File: src/pcs_pkg.sv
package pcs_pkg;

  // register addresses, index is port number minus one
  localparam logic [3:0][7:0] CTL6_ADDR  = {8'h5d, 8'h4d, 8'h3d, 8'h2d};
  localparam logic [1:0][7:0] STAT1_ADDR = {8'h3e, 8'h2e};
  localparam logic [1:0][7:0] CTL7_ADDR  = {8'h3f, 8'h2f};
  localparam logic [7:0]      RSVD_ADDR  = 8'h1d;

  // sixth control register fields
  localparam int C6_LED_OFF    = 7;
  localparam int C6_TX_DIS     = 6;
  localparam int C6_AN_RST     = 5;
  localparam int C6_PWR_DN     = 3;
  localparam int C6_MDIX_DIS   = 2;
  localparam int C6_MDIX_FORCE = 1;
  localparam int C6_MAC_LB     = 0;

  // seventh control register fields
  localparam int C7_PHY_LB     = 7;
  localparam int C7_ISOLATE    = 5;
  localparam int C7_SOFT_RST   = 4;
  localparam int C7_FORCE_LINK = 3;
  localparam int C7_MODE_LSB   = 0;
  localparam int MODE_W        = 3;

  // first status register fields
  localparam int S1_MDIX       = 7;
  localparam int S1_AN_DONE    = 6;
  localparam int S1_LINK       = 5;
  localparam int ABIL_W        = 5;

  // writable bits and self clearing bits
  localparam logic [7:0] C6_WMASK_PHY = 8'hef;
  localparam logic [7:0] C6_WMASK_MAC = 8'h01;
  localparam logic [7:0] C6_SC_MASK   = 8'h20;
  localparam logic [7:0] C7_WMASK     = 8'hb8;
  localparam logic [7:0] C7_SC_MASK   = 8'h10;

  // values after reset
  localparam logic [7:0]        CTL6_RST = 8'h00;
  localparam logic [7:0]        CTL7_RST = 8'h00;
  localparam logic [7:0]        STAT_RST = 8'h00;
  localparam logic [MODE_W-1:0] MODE_RST = 3'h1;

  // operation mode codes
  localparam logic [MODE_W-1:0] MODE_AN     = 3'h1;
  localparam logic [MODE_W-1:0] MODE_10_HD  = 3'h2;
  localparam logic [MODE_W-1:0] MODE_100_HD = 3'h3;
  localparam logic [MODE_W-1:0] MODE_10_FD  = 3'h5;
  localparam logic [MODE_W-1:0] MODE_100_FD = 3'h6;

endpackage

File: src/pcs_regs.sv
// Notes on behaviour
// - LED-off bit seven forces both indicator outputs of the port high.
// - Bit six disables the port transmitter; clears to zero on reset.
// - Writing one to bit five restarts auto-negotiation, then clears itself.
// - Bit three powers the PHY down while set; zero after reset.
// - Bit two disables automatic crossover; zero keeps it enabled.
// - With crossover manual, bit one picks crossed wiring, zero straight.
// - Port 1 bit zero loops frames at port 1 MAC.
// - Bit zero of ports 3 and 4 loops frames at that MAC.
// - Ports 3 and 4 keep bits seven to one reserved.
// - Status bit five shows link good, bit seven crossover state.
// - Status bit six reads one once auto-negotiation completed.
// - Status bits four to zero show link partner abilities.
// - Port 1 seventh register bit seven loops at port 1 PHY.
// - Port 2 seventh register bit seven loops at port 2 PHY.
// - Bit five electrically isolates the PHY from MII and line.
// - Writing one to bit four soft-resets the PHY, self clearing.
// - Bit three forces link up while set.
// - Bits two to zero show operation mode, one after reset.
// - Sixth control registers sit at 0x2d, 0x3d, 0x4d, 0x5d.
// - Status and seventh registers exist only for ports 1 and 2.
`timescale 1ns/10ps
module pcs_regs (
  input  wire logic        clk,
  input  wire logic        rst_n,
  input  wire logic [7:0]  reg_addr,
  input  wire logic        reg_wr,
  input  wire logic [7:0]  reg_wdata,
  input  wire logic        reg_rd,
  output logic      [7:0]  reg_rdata,
  output logic             reg_rvalid,
  input  wire logic [1:0]  phy_mdix_state,
  input  wire logic [1:0]  phy_an_done,
  input  wire logic [1:0]  phy_link_good,
  input  wire logic [9:0]  phy_partner_abil,
  input  wire logic [5:0]  phy_op_mode,
  input  wire logic [1:0]  led_zero_req,
  input  wire logic [1:0]  led_one_req,
  output logic      [1:0]  port_indicator_zero,
  output logic      [1:0]  port_indicator_one,
  output logic      [1:0]  tx_disable,
  output logic      [1:0]  an_restart,
  output logic      [1:0]  power_down,
  output logic      [1:0]  auto_mdix_disable,
  output logic      [1:0]  mdix_force,
  output logic      [3:0]  mac_loopback,
  output logic      [1:0]  phy_loopback,
  output logic      [1:0]  phy_isolate,
  output logic      [1:0]  phy_soft_reset,
  output logic      [1:0]  force_link
);

  localparam int NPHY = 2;
  localparam int NMAC = 4;

  logic [NMAC-1:0][7:0]       ctl6_q;
  logic [NPHY-1:0][7:0]       ctl7_q;
  logic [NPHY-1:0][7:0]       stat_meta_q;
  logic [NPHY-1:0][7:0]       stat_q;
  logic [NPHY*3-1:0]          mode_meta_q;
  logic [NPHY*3-1:0]          mode_q;
  logic [NPHY-1:0]            led0_q;
  logic [NPHY-1:0]            led1_q;
  logic [7:0]                 rdata_d;
  logic [7:0]                 rdata_q;
  logic                       rvalid_q;

  // writable bits of the sixth register, narrower on MAC-only ports
  function automatic logic [7:0] c6_mask(input int p);
    return (p < NPHY) ? pcs_pkg::C6_WMASK_PHY : pcs_pkg::C6_WMASK_MAC;
  endfunction

  // true when the bus writes this register in this cycle
  function automatic logic wr_hit(input logic [7:0] a);
    return reg_wr && (reg_addr == a);
  endfunction

  //////////////////////////////////////////////////////////////////////////

  // status from the PHY core is asynchronous to us, so two flops first;
  // the fields of one port may settle a cycle apart after a change
  always_ff @(posedge clk or negedge rst_n)
  begin
    if (!rst_n)
    begin
      stat_meta_q <= {NPHY{pcs_pkg::STAT_RST}};
      stat_q      <= {NPHY{pcs_pkg::STAT_RST}};
      mode_meta_q <= {NPHY{pcs_pkg::MODE_RST}};
      mode_q      <= {NPHY{pcs_pkg::MODE_RST}};
    end
    else
    begin
      for (int p = 0; p < NPHY; p++)
      begin
        stat_meta_q[p] <= {phy_mdix_state[p], phy_an_done[p],
                           phy_link_good[p],
                           phy_partner_abil[p*pcs_pkg::ABIL_W +:
                                            pcs_pkg::ABIL_W]};
      end
      stat_q      <= stat_meta_q;
      mode_meta_q <= phy_op_mode;
      mode_q      <= mode_meta_q;
    end
  end

  //////////////////////////////////////////////////////////////////////////

  // sixth control register per port; reserved bits are masked off
  // reserved upper bits
  always_ff @(posedge clk or negedge rst_n)
  begin
    if (!rst_n)
    begin
      ctl6_q <= {NMAC{pcs_pkg::CTL6_RST}};
    end
    else
    begin
      for (int p = 0; p < NMAC; p++)
      begin
        if (wr_hit(pcs_pkg::CTL6_ADDR[p]))
        begin
          ctl6_q[p] <= reg_wdata & c6_mask(p);
        end
        else
        begin
          ctl6_q[p] <= ctl6_q[p] & ~pcs_pkg::C6_SC_MASK;
        end
      end
    end
  end

  // seventh control register; mode bits are never stored, they come
  // from the PHY on every read
  // soft reset self clear
  always_ff @(posedge clk or negedge rst_n)
  begin
    if (!rst_n)
    begin
      ctl7_q <= {NPHY{pcs_pkg::CTL7_RST}};
    end
    else
    begin
      for (int p = 0; p < NPHY; p++)
      begin
        if (wr_hit(pcs_pkg::CTL7_ADDR[p]))
        begin
          ctl7_q[p] <= reg_wdata & pcs_pkg::C7_WMASK;
        end
        else
        begin
          ctl7_q[p] <= ctl7_q[p] & ~pcs_pkg::C7_SC_MASK;
        end
      end
    end
  end

  //////////////////////////////////////////////////////////////////////////

  // indicators are active low, so blanking means driving them high
  // led blanking
  always_ff @(posedge clk or negedge rst_n)
  begin
    if (!rst_n)
    begin
      led0_q <= '1;
      led1_q <= '1;
    end
    else
    begin
      for (int p = 0; p < NPHY; p++)
      begin
        led0_q[p] <= ctl6_q[p][pcs_pkg::C6_LED_OFF] | led_zero_req[p];
        led1_q[p] <= ctl6_q[p][pcs_pkg::C6_LED_OFF] | led_one_req[p];
      end
    end
  end

  // control outputs are the register flops themselves
  always_comb
  begin
    for (int p = 0; p < NPHY; p++)
    begin
      tx_disable[p]        = ctl6_q[p][pcs_pkg::C6_TX_DIS];
      an_restart[p]        = ctl6_q[p][pcs_pkg::C6_AN_RST];
      power_down[p]        = ctl6_q[p][pcs_pkg::C6_PWR_DN];
      auto_mdix_disable[p] = ctl6_q[p][pcs_pkg::C6_MDIX_DIS];
      mdix_force[p]        = ctl6_q[p][pcs_pkg::C6_MDIX_FORCE];
      phy_loopback[p]      = ctl7_q[p][pcs_pkg::C7_PHY_LB];
      phy_isolate[p]       = ctl7_q[p][pcs_pkg::C7_ISOLATE];
      phy_soft_reset[p]    = ctl7_q[p][pcs_pkg::C7_SOFT_RST];
      force_link[p]        = ctl7_q[p][pcs_pkg::C7_FORCE_LINK];
    end
    for (int p = 0; p < NMAC; p++)
    begin
      mac_loopback[p] = ctl6_q[p][pcs_pkg::C6_MAC_LB];
    end
  end

  assign port_indicator_zero = led0_q;
  assign port_indicator_one  = led1_q;

  //////////////////////////////////////////////////////////////////////////

  // read mux; anything unmapped, including reserved slots, reads zero
  // status layout
  always_comb
  begin
    rdata_d = 8'h00;
    for (int p = 0; p < NMAC; p++)
    begin
      if (reg_addr == pcs_pkg::CTL6_ADDR[p])
      begin
        rdata_d = ctl6_q[p];
      end
    end
    for (int p = 0; p < NPHY; p++)
    begin
      if (reg_addr == pcs_pkg::STAT1_ADDR[p])
      begin
        rdata_d = stat_q[p];
      end
      if (reg_addr == pcs_pkg::CTL7_ADDR[p])
      begin
        rdata_d = {ctl7_q[p][7:pcs_pkg::MODE_W],
                   mode_q[p*pcs_pkg::MODE_W +: pcs_pkg::MODE_W]};
      end
    end
  end

  // read data registered; a read in the cycle of a write sees the old
  // value, which keeps the path from write data to read data short
  // live status
  always_ff @(posedge clk or negedge rst_n)
  begin
    if (!rst_n)
    begin
      rdata_q  <= 8'h00;
      rvalid_q <= 1'b0;
    end
    else
    begin
      rvalid_q <= reg_rd;
      if (reg_rd)
      begin
        rdata_q <= rdata_d;
      end
    end
  end

  assign reg_rdata  = rdata_q;
  assign reg_rvalid = rvalid_q;

  for (genvar p = 0; p < NPHY; p++)
  begin : g_chk

  end
endmodule

File: config.mk
export PLATFORM = sky130hd
export DESIGN_NAME = pcs_regs
export DESIGN_NICKNAME = d
export VERILOG_FILES = /design/src/pcs_pkg.sv /design/src/pcs_regs.sv
export SDC_FILE = /design/constraint.sdc
export NUM_CORES = 1
export LEC_CHECK = 0
export ABC_AREA = 1
export BUFFER_PORTS_ARGS = -buffer_cell sky130_fd_sc_hd__buf_2
export CAP_MARGIN = 20
export CELL_PAD_IN_SITES_DETAIL_PLACEMENT = 1
export CELL_PAD_IN_SITES_GLOBAL_PLACEMENT = 1
export CORE_MARGIN = 2
export CORE_UTILIZATION = 43
export CTS_CLUSTER_SIZE = 16
export DETAILED_ROUTE_END_ITERATION = 8
export GPL_TIMING_DRIVEN = 1
export PLACE_DENSITY = 0.87
export SLEW_MARGIN = 20
export SYNTH_ARGS = -nofsm -noshare
export SYNTH_HDL_FRONTEND = slang
export SYNTH_SLANG_ARGS = --single-unit
File: constraint.sdc
create_clock -name clk -period 1.4 [get_ports clk]
set_input_delay 0.07 -clock clk [delete_from_list [all_inputs] [get_ports clk]]
set_output_delay 0.07 -clock clk [all_outputs]
set_load 0.02 [all_outputs]
==> impl_metrics.json, run 1 <==
{
  "wl_per_cell_um": 15.8,
  "syn-num-nets": 343,
  "fin_crit_sh": 0.883,
  "grt_use_total": 0.221,
  "worst_r2r_path_depth": 6,
  "worst-slew-pin-transition_ns": 0.327,
  "synthTopCellsByArea": "dfrtp_1, nand2_1, dfstp_2, buf_4, inv_1",
  "numCtsBuffers": 9,
  "synth_top_cell_by_area": "dfrtp_1",
  "fin_util": 0.567,
  "crit_arrival_ns": 1.48,
  "yosysWarningCount": 0,
  "clkSlewWorstSetupHoldPaths_ns": 0.08,
  "fin_nets": 453,
  "required_ns": 1.65,
  "p_per_area_mw_per_mm2": 1090,
  "synth_adder_area_share": 0,
  "min_to": "tx_disable[1]$_DFFE_PN0P_",
  "die_area_mm2": 0.00803,
  "yosysSeqAreaShare": 0.646,
  "grt_max_degree": 58,
  "startpoint": "reg_rd",
  "synth-seq-cells": 81,
  "io_buffers": 80,
  "ant_nets": 0,
  "drc": 0,
  "syn2layout_area_growth_pct": 29.0,
  "finalWorstSetupSlack_ns": 0.164,
  "cp_max_fo": 11,
  "cts_tree": "done",
  "num_antenna_cells": 0,
  "grt-ovfl-total": 0,
  "design_area_mm2": 0.00407,
  "yosys.area.top_type_share": 0.579,
  "r2r-start": "ctl6_q[7]$_DFFE_PN0P_",
  "layout-drive-gt1-share": 0.350,
  "drv_cap": 0,
  "p_leak_nw": 2.14,
  "start_util": 0.439,
  "hold_path.class": "primary input to register",
  "min_from": "reg_wdata[6]",
  "cts_sinks": 81,
  "grt_pass1_wl_um": 12900,
  "post-place-ws_ns": 0.0871,
  "layout_common_cells": "buf_2, dfrtp_1, nand2_1, dlygate4sd3_1, inv_1",
  "synth_xor_area_frac": 0,
  "holdWs_ns": 0.00794,
  "dr.pass1.iters": 4,
  "synth_compound_area_frac": 0.0544,
  "syn_inst": 297,
  "netlist_area_mm2": 0.00315,
  "critical_path_class": "primary input to register",
  "reg2reg_to": "reg_rdata[7]$_DFFE_PN0P_",
  "die_y_um": 89.6,
  "ios": 81,
  "via_per_inst": 4.78,
  "slew_viol_final": 0,
  "yosys.area_share.simple": 0.217,
  "syn_area_per_cell_um2": 10.6,
  "place.gp.congestion": 0.816,
  "skew_ns": 0.00956,
  "cp-start-kind": "primary input",
  "hold_viol": 0,
  "synthMuxAreaShare": 0,
  "vias": 2445,
  "layout_commonest_cell": "buf_2",
  "cts-htree-levels": 3,
  "dpl_cell_area_mm2": 0.00359,
  "rsz0062_at_grt": "false",
  "drt_iter0_drc": 119,
  "status": "finished, final reports clean",
  "setup_viol": 0,
  "rrSetupSlack_ns": 0.38,
  "wl_um": 8080,
  "root_buffer": "clkbuf_8",
  "cts_max_path_buffers": 2,
  "hold_depth": 3,
  "synth_cell_types": 27,
  "dpl.hpwl_um": 5810,
  "clk_latency_ns": 0.35,
  "tns_ns": 0,
  "worstSetupEndpointType": "register",
  "die_x_um": 89.6,
  "antenna_found_initial": 0,
  "fmax_mhz": 809,
  "synth_top_family_by_area": "simple AND/OR/NAND/NOR gates",
  "core_mm2": 0.00718,
  "maxSlewHeadroom": 0.782,
  "first_global_vias": 2745,
  "cts_setup_buffers": 0,
  "irDropWorstVdd_mv": 0.575,
  "rows": 31,
  "min_period_ns": 1.24
}
## worst max-delay path: stages
cell and delay [ns]:
dlygate4sd3_1 0.52, buf_2 0.24, inv_1 0.21, o21ai_0 0.22, nand4_1 0.12, nand2_1 0.07, inv_1 0.04
## kinds of logic after synthesis
kind of cell	Yosys count
simple gates	139
flops	81
buf+inv	48
compound gates	29
## area by class of cell
cell class	count	area (µm²)
Clock buffer	10	128
Timing Repair Buffer	118	781
Fill cell	844	3110
Clock inverter	6	33.8
Sequential cell	81	2040
Multi-Input combinational cell	168	857
Tap cell	99	124
Inverter	29	109
## Yosys cell counts
| cell type | number |
|---|---|
| a21oi_1 | 2 |
| a31oi_1 | 1 |
| buf_4 | 15 |
| buf_6 | 3 |
| clkbuf_1 | 1 |
| dfrtp_1 | 73 |
| dfstp_2 | 8 |
| inv_1 | 26 |
| inv_2 | 3 |
| nand2_1 | 63 |
| nand2_2 | 8 |
| nand3_1 | 18 |
| nand3_2 | 2 |
| nand4_1 | 6 |
| nand4_2 | 1 |
| nor2_1 | 23 |
| nor2_2 | 2 |
| nor2_4 | 2 |
| nor2_8 | 2 |
| nor3_1 | 2 |
| nor3_2 | 1 |
| nor3b_1 | 1 |
| o21ai_0 | 12 |
| o21ai_1 | 7 |
| o21ai_2 | 6 |
| o31ai_1 | 1 |
| or2_2 | 8 |
## state kept, by name (all words and copies together) (netlist names), 4 cells and up
register      count
stat_meta_q      16
stat_q           16
reg_rdata         8
mode_meta_q       6
mode_q            6
mac_loopback      4
## worst max-delay path by stage
stage	endpoint	slack (ns)
after detailed placement	power_down[1]$_DFFE_PN0P_	0.09
after floorplan	power_down[1]$_DFFE_PN0P_	0.38
after CTS	reg_rdata[7]$_DFFE_PN0P_	0.20
after global routing	reg_rdata[7]$_DFFE_PN0P_	0.07
after global placement	auto_mdix_disable[1]$_DFFE_PN0P_	0.14
final	reg_rdata[3]$_DFFE_PN0P_	0.16
## routing by layer
metal  vias up  wire [µm]  share of wire  global-route usage
li1       1142          -              -                   -
met1      1215       3180           0.39               0.245
met2        66       4350           0.54               0.402
met3        22        318          0.039              0.0503
met4         0        239          0.030              0.0977
met5         -          0              0                   0
## per-stage QoR
stage / instances / power [mW]
final: 511 / 4.42
after global routing: 511 / 4.62
after CTS: 511 / 4.45
after detailed placement: 463 / 2.94
after global placement: 463 / 2.91
after floorplan: 297 / 2.74
## power breakdown
part           switching, mW  leakage, nW  internal [mW]
clock network          0.822       0.0900          0.635
logic                  0.254         1.05          0.190
registers             0.0572        0.996           2.46
total                   1.13         2.14           3.28
## repair_timing
| item | CTS | global route |
|---|---|---|
| hold buffers | 32 | 0 |
| endpoints found under the hold margin | 69 | 0 |
| resized for setup | 0 | 0 |
Power figures use the tool's default switching activity.
==> inputs of run 2 (changes only) <==
--- a/config.mk
+++ b/config.mk
@@ -10,6 +10,7 @@
 export CAP_MARGIN = 20
 export CELL_PAD_IN_SITES_DETAIL_PLACEMENT = 1
 export CELL_PAD_IN_SITES_GLOBAL_PLACEMENT = 1
+export CORE_ASPECT_RATIO = 0.9
 export CORE_MARGIN = 2
 export CORE_UTILIZATION = 43
 export CTS_CLUSTER_SIZE = 16
==> impl_metrics.json, run 2 (same netlist as run 1, synthesis figures left out) <==
{
  "fin_nets": 455,
  "ant_nets": 0,
  "worstSetupEndpointType": "register",
  "cp_max_fo": 11,
  "grt_use_total": 0.245,
  "wl_per_cell_um": 17.5,
  "critical_path_class": "primary input to register",
  "p_per_area_mw_per_mm2": 1200,
  "irDropWorstVdd_mv": 0.784,
  "tns_ns": 0,
  "critPathSlowestCell": "dlygate4sd3_1",
  "grt_max_degree": 38,
  "min_period_ns": 1.21,
  "p_leak_nw": 2.18,
  "slowest_delay_ns": 0.52,
  "fin_crit_sh": 0.865,
  "skew_ns": 0.0148,
  "cts_max_path_buffers": 2,
  "cts_tree": "done",
  "layout_commonest_cell": "buf_2",
  "crit_arrival_ns": 1.46,
  "top_layer": "met4",
  "numCtsBuffers": 9,
  "start_util": 0.446,
  "die_y_um": 85.2,
  "drt_iter0_drc": 125,
  "clk_latency_ns": 0.36,
  "r2r-start": "ctl6_q[7]$_DFFE_PN0P_",
  "dr_wl_met3_um": 374,
  "grt-ovfl-total": 0,
  "drv_cap": 0,
  "worstPathBufferInverterCount": 4,
  "critPathCapture": "reg_rdata[3]$_DFFE_PN0P_",
  "p_int_mw": 3.83,
  "rrSetupSlack_ns": 0.35,
  "cp-start-kind": "primary input",
  "status": "complete, but fails checks",
  "die_area_mm2": 0.00803,
  "worst-slew-pin-transition_ns": 0.397,
  "wl_um": 8880,
  "violations": "negative hold slack",
  "pwr-share-seq": 0.502,
  "setup_viol": 0,
  "via_per_inst": 4.95,
  "die_x_um": 94.3,
  "comb_power_share": 0.092,
  "antenna_found_initial": 1,
  "holdWs_ns": -0.00282,
  "switching_share": 0.235,
  "ctsResizeCount": 0,
  "hold_path.class": "primary input to register",
  "crit_family": "buffers and inverters",
  "power_switching_mw": 1.18,
  "rows": 29,
  "drc": 0,
  "cts_sinks": 81,
  "io_buffers": 80,
  "clkSlewWorstSetupHoldPaths_ns": 0.09,
  "dr.pass1.iters": 4,
  "worst_r2r_path_depth": 6,
  "dpl.hpwl_um": 5720,
  "ios": 81,
  "cp.depth": 7,
  "dr_wl_met2_um": 4750,
  "vias": 2514,
  "grt_pass1_wl_um": 14600,
  "cts-htree-levels": 3,
  "layout-drive-gt1-share": 0.350,
  "maxSlewHeadroom": 0.735,
  "core_mm2": 0.00708,
  "reg2reg_to": "reg_rdata[7]$_DFFE_PN0P_",
  "rsz0062_at_grt": "false",
  "layout_common_cells": "buf_2, dfrtp_1, nand2_1, dlygate4sd3_1, inv_1",
  "fmax_mhz": 825,
  "path_common_cell": "inv_1",
  "hold_viol": 1,
  "first_global_vias": 2842,
  "pwr-share-clk": 0.407,
  "slew_viol_final": 0,
  "place.gp.congestion": 0.796,
  "required_ns": 1.65,
  "syn2layout_area_growth_pct": 31.8,
  "startpoint": "reg_rd",
  "crit_chain": "dlygate4sd3_1 -> buf_2 -> inv_1 -> o21ai_0 -> nand4_1 -> nand2_1 -> inv_1",
  "root_buffer": "clkbuf_8",
  "drt-met1-wl_um": 3560
}
[run 2: cell count changes in the layout (fill, tap and decap cells not counted)]
cell and delta:
buf_4 +1, bufinv_16 +3, clkinv_2 -3, clkinvlp_4 +1, diode_2 +1, dlygate4sd3_1 +1, inv_6 -1
[run 2: per-stage QoR]
step | worst slack, ns | cell area, µm² | instances | util | power, mW
final | 0.189 | 4160 | 508 | 0.587 | 5.01
after global routing | 0.0794 | 4160 | 508 | 0.587 | 5.19
after CTS | 0.183 | 4150 | 507 | 0.587 | 5.00
after detailed placement | 0.0598 | 3590 | 458 | 0.507 | 2.94
after global placement | 0.169 | 3590 | 458 | 0.507 | 2.91
after floorplan | 0.381 | 3150 | 297 | - | 2.74
[run 2: area by class of cell]
type,instances,area (µm²)
Antenna cell,1,2.50
Clock buffer,10,128
Clock inverter,6,108
Fill cell,806,2920
Inverter,29,109
Multi-Input combinational cell,168,857
Sequential cell,81,2040
Tap cell,93,116
Timing Repair Buffer,120,798
[run 2: worst min-delay path, delay by kind of cell]
family	cells	cell delay, ns
buf+inv	2	0.15
simple gates	1	0.10
[run 2: power groups by stage]
stage                     clock, mW  sequential [mW]  combinational, mW
after floorplan                   0             2.57              0.168
after global placement            0             2.55              0.362
after detailed placement          0             2.56              0.380
after CTS                      2.04             2.51              0.456
after global routing           2.16             2.52              0.507
final                          2.03             2.51              0.460
[run 2: metal layers]
layer,vias to the layer above,GRT usage
li1,1151,-
met1,1275,0.291
met2,70,0.428
met3,18,0.0506
met4,0,0.109
met5,-,0
[run 2: how the worst min path moves through the flow]
stage	startpoint	end	slack (ns)	cells past startpoint
5_1_grt	reg_wdata[5]	an_restart[0]$_DFF_PN0_	0.02	3
3_3_place_gp	rst_n	stat_meta_q[1]$_DFF_PN0_	0.02	1
4_1_cts	reg_wdata[5]	an_restart[0]$_DFF_PN0_	0.006	3
3_5_place_dp	rst_n	stat_meta_q[7]$_DFF_PN0_	0.02	1
6_report	reg_wdata[5]	an_restart[0]$_DFF_PN0_	-0.003	3
2_1_floorplan	rst_n	an_restart[0]$_DFF_PN0_	-0.23	0
[run 2: timing repair]
action | in CTS | in global routing
buffers inserted | 0 | 0
hold endpoints to repair | 62 | 0
hold buffers | 33 | 0
setup endpoints to repair | 0 | 0
==> inputs of run 3 (changes only) <==
--- a/config.mk
+++ b/config.mk
@@ -12,11 +12,11 @@
 export CELL_PAD_IN_SITES_GLOBAL_PLACEMENT = 1
 export CORE_ASPECT_RATIO = 0.9
 export CORE_MARGIN = 2
-export CORE_UTILIZATION = 43
+export CORE_UTILIZATION = 26
 export CTS_CLUSTER_SIZE = 16
 export DETAILED_ROUTE_END_ITERATION = 8
 export GPL_TIMING_DRIVEN = 1
-export PLACE_DENSITY = 0.87
+export PLACE_DENSITY = 0.58
 export SLEW_MARGIN = 20
 export SYNTH_ARGS = -nofsm -noshare
 export SYNTH_HDL_FRONTEND = slang
==> impl_metrics.json, run 3 (same netlist as run 1, synthesis figures left out) <==
{
  "status": "finished, final reports clean",
  "rsz0062_at_grt": "false",
  "cts-htree-levels": 3,
  "cp-start-kind": "register",
  "slew_viol_final": 0,
  "die_area_mm2": 0.0130,
  "root_buffer": "clkbuf_16",
  "cts_max_path_buffers": 2,
  "crit_chain": "buf_2",
  "ctsResizeCount": 0,
  "start_util": 0.264,
  "final_cells": 574,
  "skew_ns": 0.00583,
  "die_x_um": 120,
  "cp_max_fo": 1,
  "numCtsBuffers": 9,
  "io_buffers": 80,
  "hold_buffers": 32,
  "crit_family": "flip-flops",
  "grt_max_degree": 35,
  "layout_common_cells": "buf_2, dfrtp_1, nand2_1, dlygate4sd3_1, inv_1",
  "drt_iter0_drc": 71,
  "die_y_um": 108,
  "irDropWorstVdd_mv": 0.860,
  "comb_power_share": 0.084,
  "ant_nets": 0,
  "maxSlewHeadroom": 0.742,
  "num_antenna_cells": 0,
  "hold_path.class": "primary input to register",
  "fmax_mhz": 938,
  "p_int_mw": 4.14,
  "vias": 2351,
  "critical_path_class": "register to output pin",
  "tns_ns": 0,
  "cts_tree": "done",
  "drv_cap": 0,
  "cts_setup_buffers": 0,
  "grt_pass1_wl_um": 13500,
  "required_ns": 1.33,
  "antenna_found_initial": 0,
  "core_mm2": 0.0119,
  "rows": 38,
  "dpl_cell_area_mm2": 0.00369,
  "grt-ovfl-total": 0,
  "finalPower_mw": 5.37,
  "p_leak_nw": 2.21,
  "clk_latency_ns": 0.34,
  "pwr-share-clk": 0.448,
  "dr.pass1.iters": 4,
  "critPathSlowestCell": "dfstp_2",
  "switching_share": 0.229,
  "fin_util": 0.362,
  "worst-slew-pin-transition_ns": 0.387,
  "place.gp.congestion": 0.814,
  "setup_viol": 0,
  "p_per_area_mw_per_mm2": 1240,
  "min_period_ns": 1.07,
  "ios": 81,
  "holdWs_ns": 0.0160,
  "dpl.hpwl_um": 6080,
  "first_global_vias": 2550,
  "worstPathBufferInverterCount": 1,
  "grt_use_total": 0.139,
  "placed_cells": 526,
  "fin_nets": 455,
  "wl_per_cell_um": 14.2,
  "cts_sinks": 81,
  "post-place-ws_ns": 0.0257,
  "fin_crit_sh": 0.761,
  "layout_commonest_cell": "buf_2",
  "slowest_delay_ns": 0.51,
  "syn2layout_area_growth_pct": 37.0,
  "clkSlewWorstSetupHoldPaths_ns": 0.06,
  "hold_viol": 0,
  "wl_um": 8160,
  "pwr-share-seq": 0.468,
  "design_area_mm2": 0.00432,
  "worstSetupEndpointType": "output pin",
  "layout-drive-gt1-share": 0.353,
  "crit_arrival_ns": 1.00,
  "via_per_inst": 4.10,
  "drc": 0,
  "finalWorstSetupSlack_ns": 0.334,
  "power_switching_mw": 1.23
}
[run 3: power groups by stage]
stage	Sequential (mW)	Combinational (mW)	Clock [mW]
CTS	2.52	0.462	2.48
global route	2.52	0.506	2.59
finish	2.51	0.449	2.40
global placement	2.56	0.384	0
detailed placement	2.56	0.393	0
floorplan	2.57	0.168	0
[run 3: layout make-up]
class	count	area, µm²
fillers	1327	7610
flip-flops and latches	81	2040
multi-input cells	168	857
repair buffers	120	808
clock buffers	12	256
well taps	160	200
inverters	29	109
clock inverters	4	51.3
[run 3: path summary, 6_finish.rpt]
kind                                             startpoint                        to  slack, ns  depth (start not counted)
max in group asynchronous                             rst_n       mode_q[3]$_DFF_PN1_       0.62                          3
setup / recovery           port_indicator_zero[1]$_DFF_PN1_    port_indicator_zero[1]       0.33                          1
min in group asynchronous                             rst_n  stat_meta_q[6]$_DFF_PN0_       0.21                          2
setup reg to reg           auto_mdix_disable[0]$_DFFE_PN0P_  reg_rdata[2]$_DFFE_PN0P_       0.34                          6
hold / removal                                       reg_rd  reg_rdata[4]$_DFFE_PN0P_       0.02                          3
hold reg to reg                    stat_meta_q[2]$_DFF_PN0_       stat_q[2]$_DFF_PN0_       0.35                          0
[run 3: routing by layer]
| metal | wire (µm) | share of wire | track usage | vias up |
|---|---|---|---|---|
| li1 | - | - | - | 1147 |
| met1 | 3650 | 0.45 | 0.171 | 1142 |
| met2 | 3950 | 0.48 | 0.228 | 54 |
| met3 | 422 | 0.052 | 0.0469 | 8 |
| met4 | 140 | 0.017 | 0.0529 | 0 |
| met5 | 0 | 0 | 0 | - |
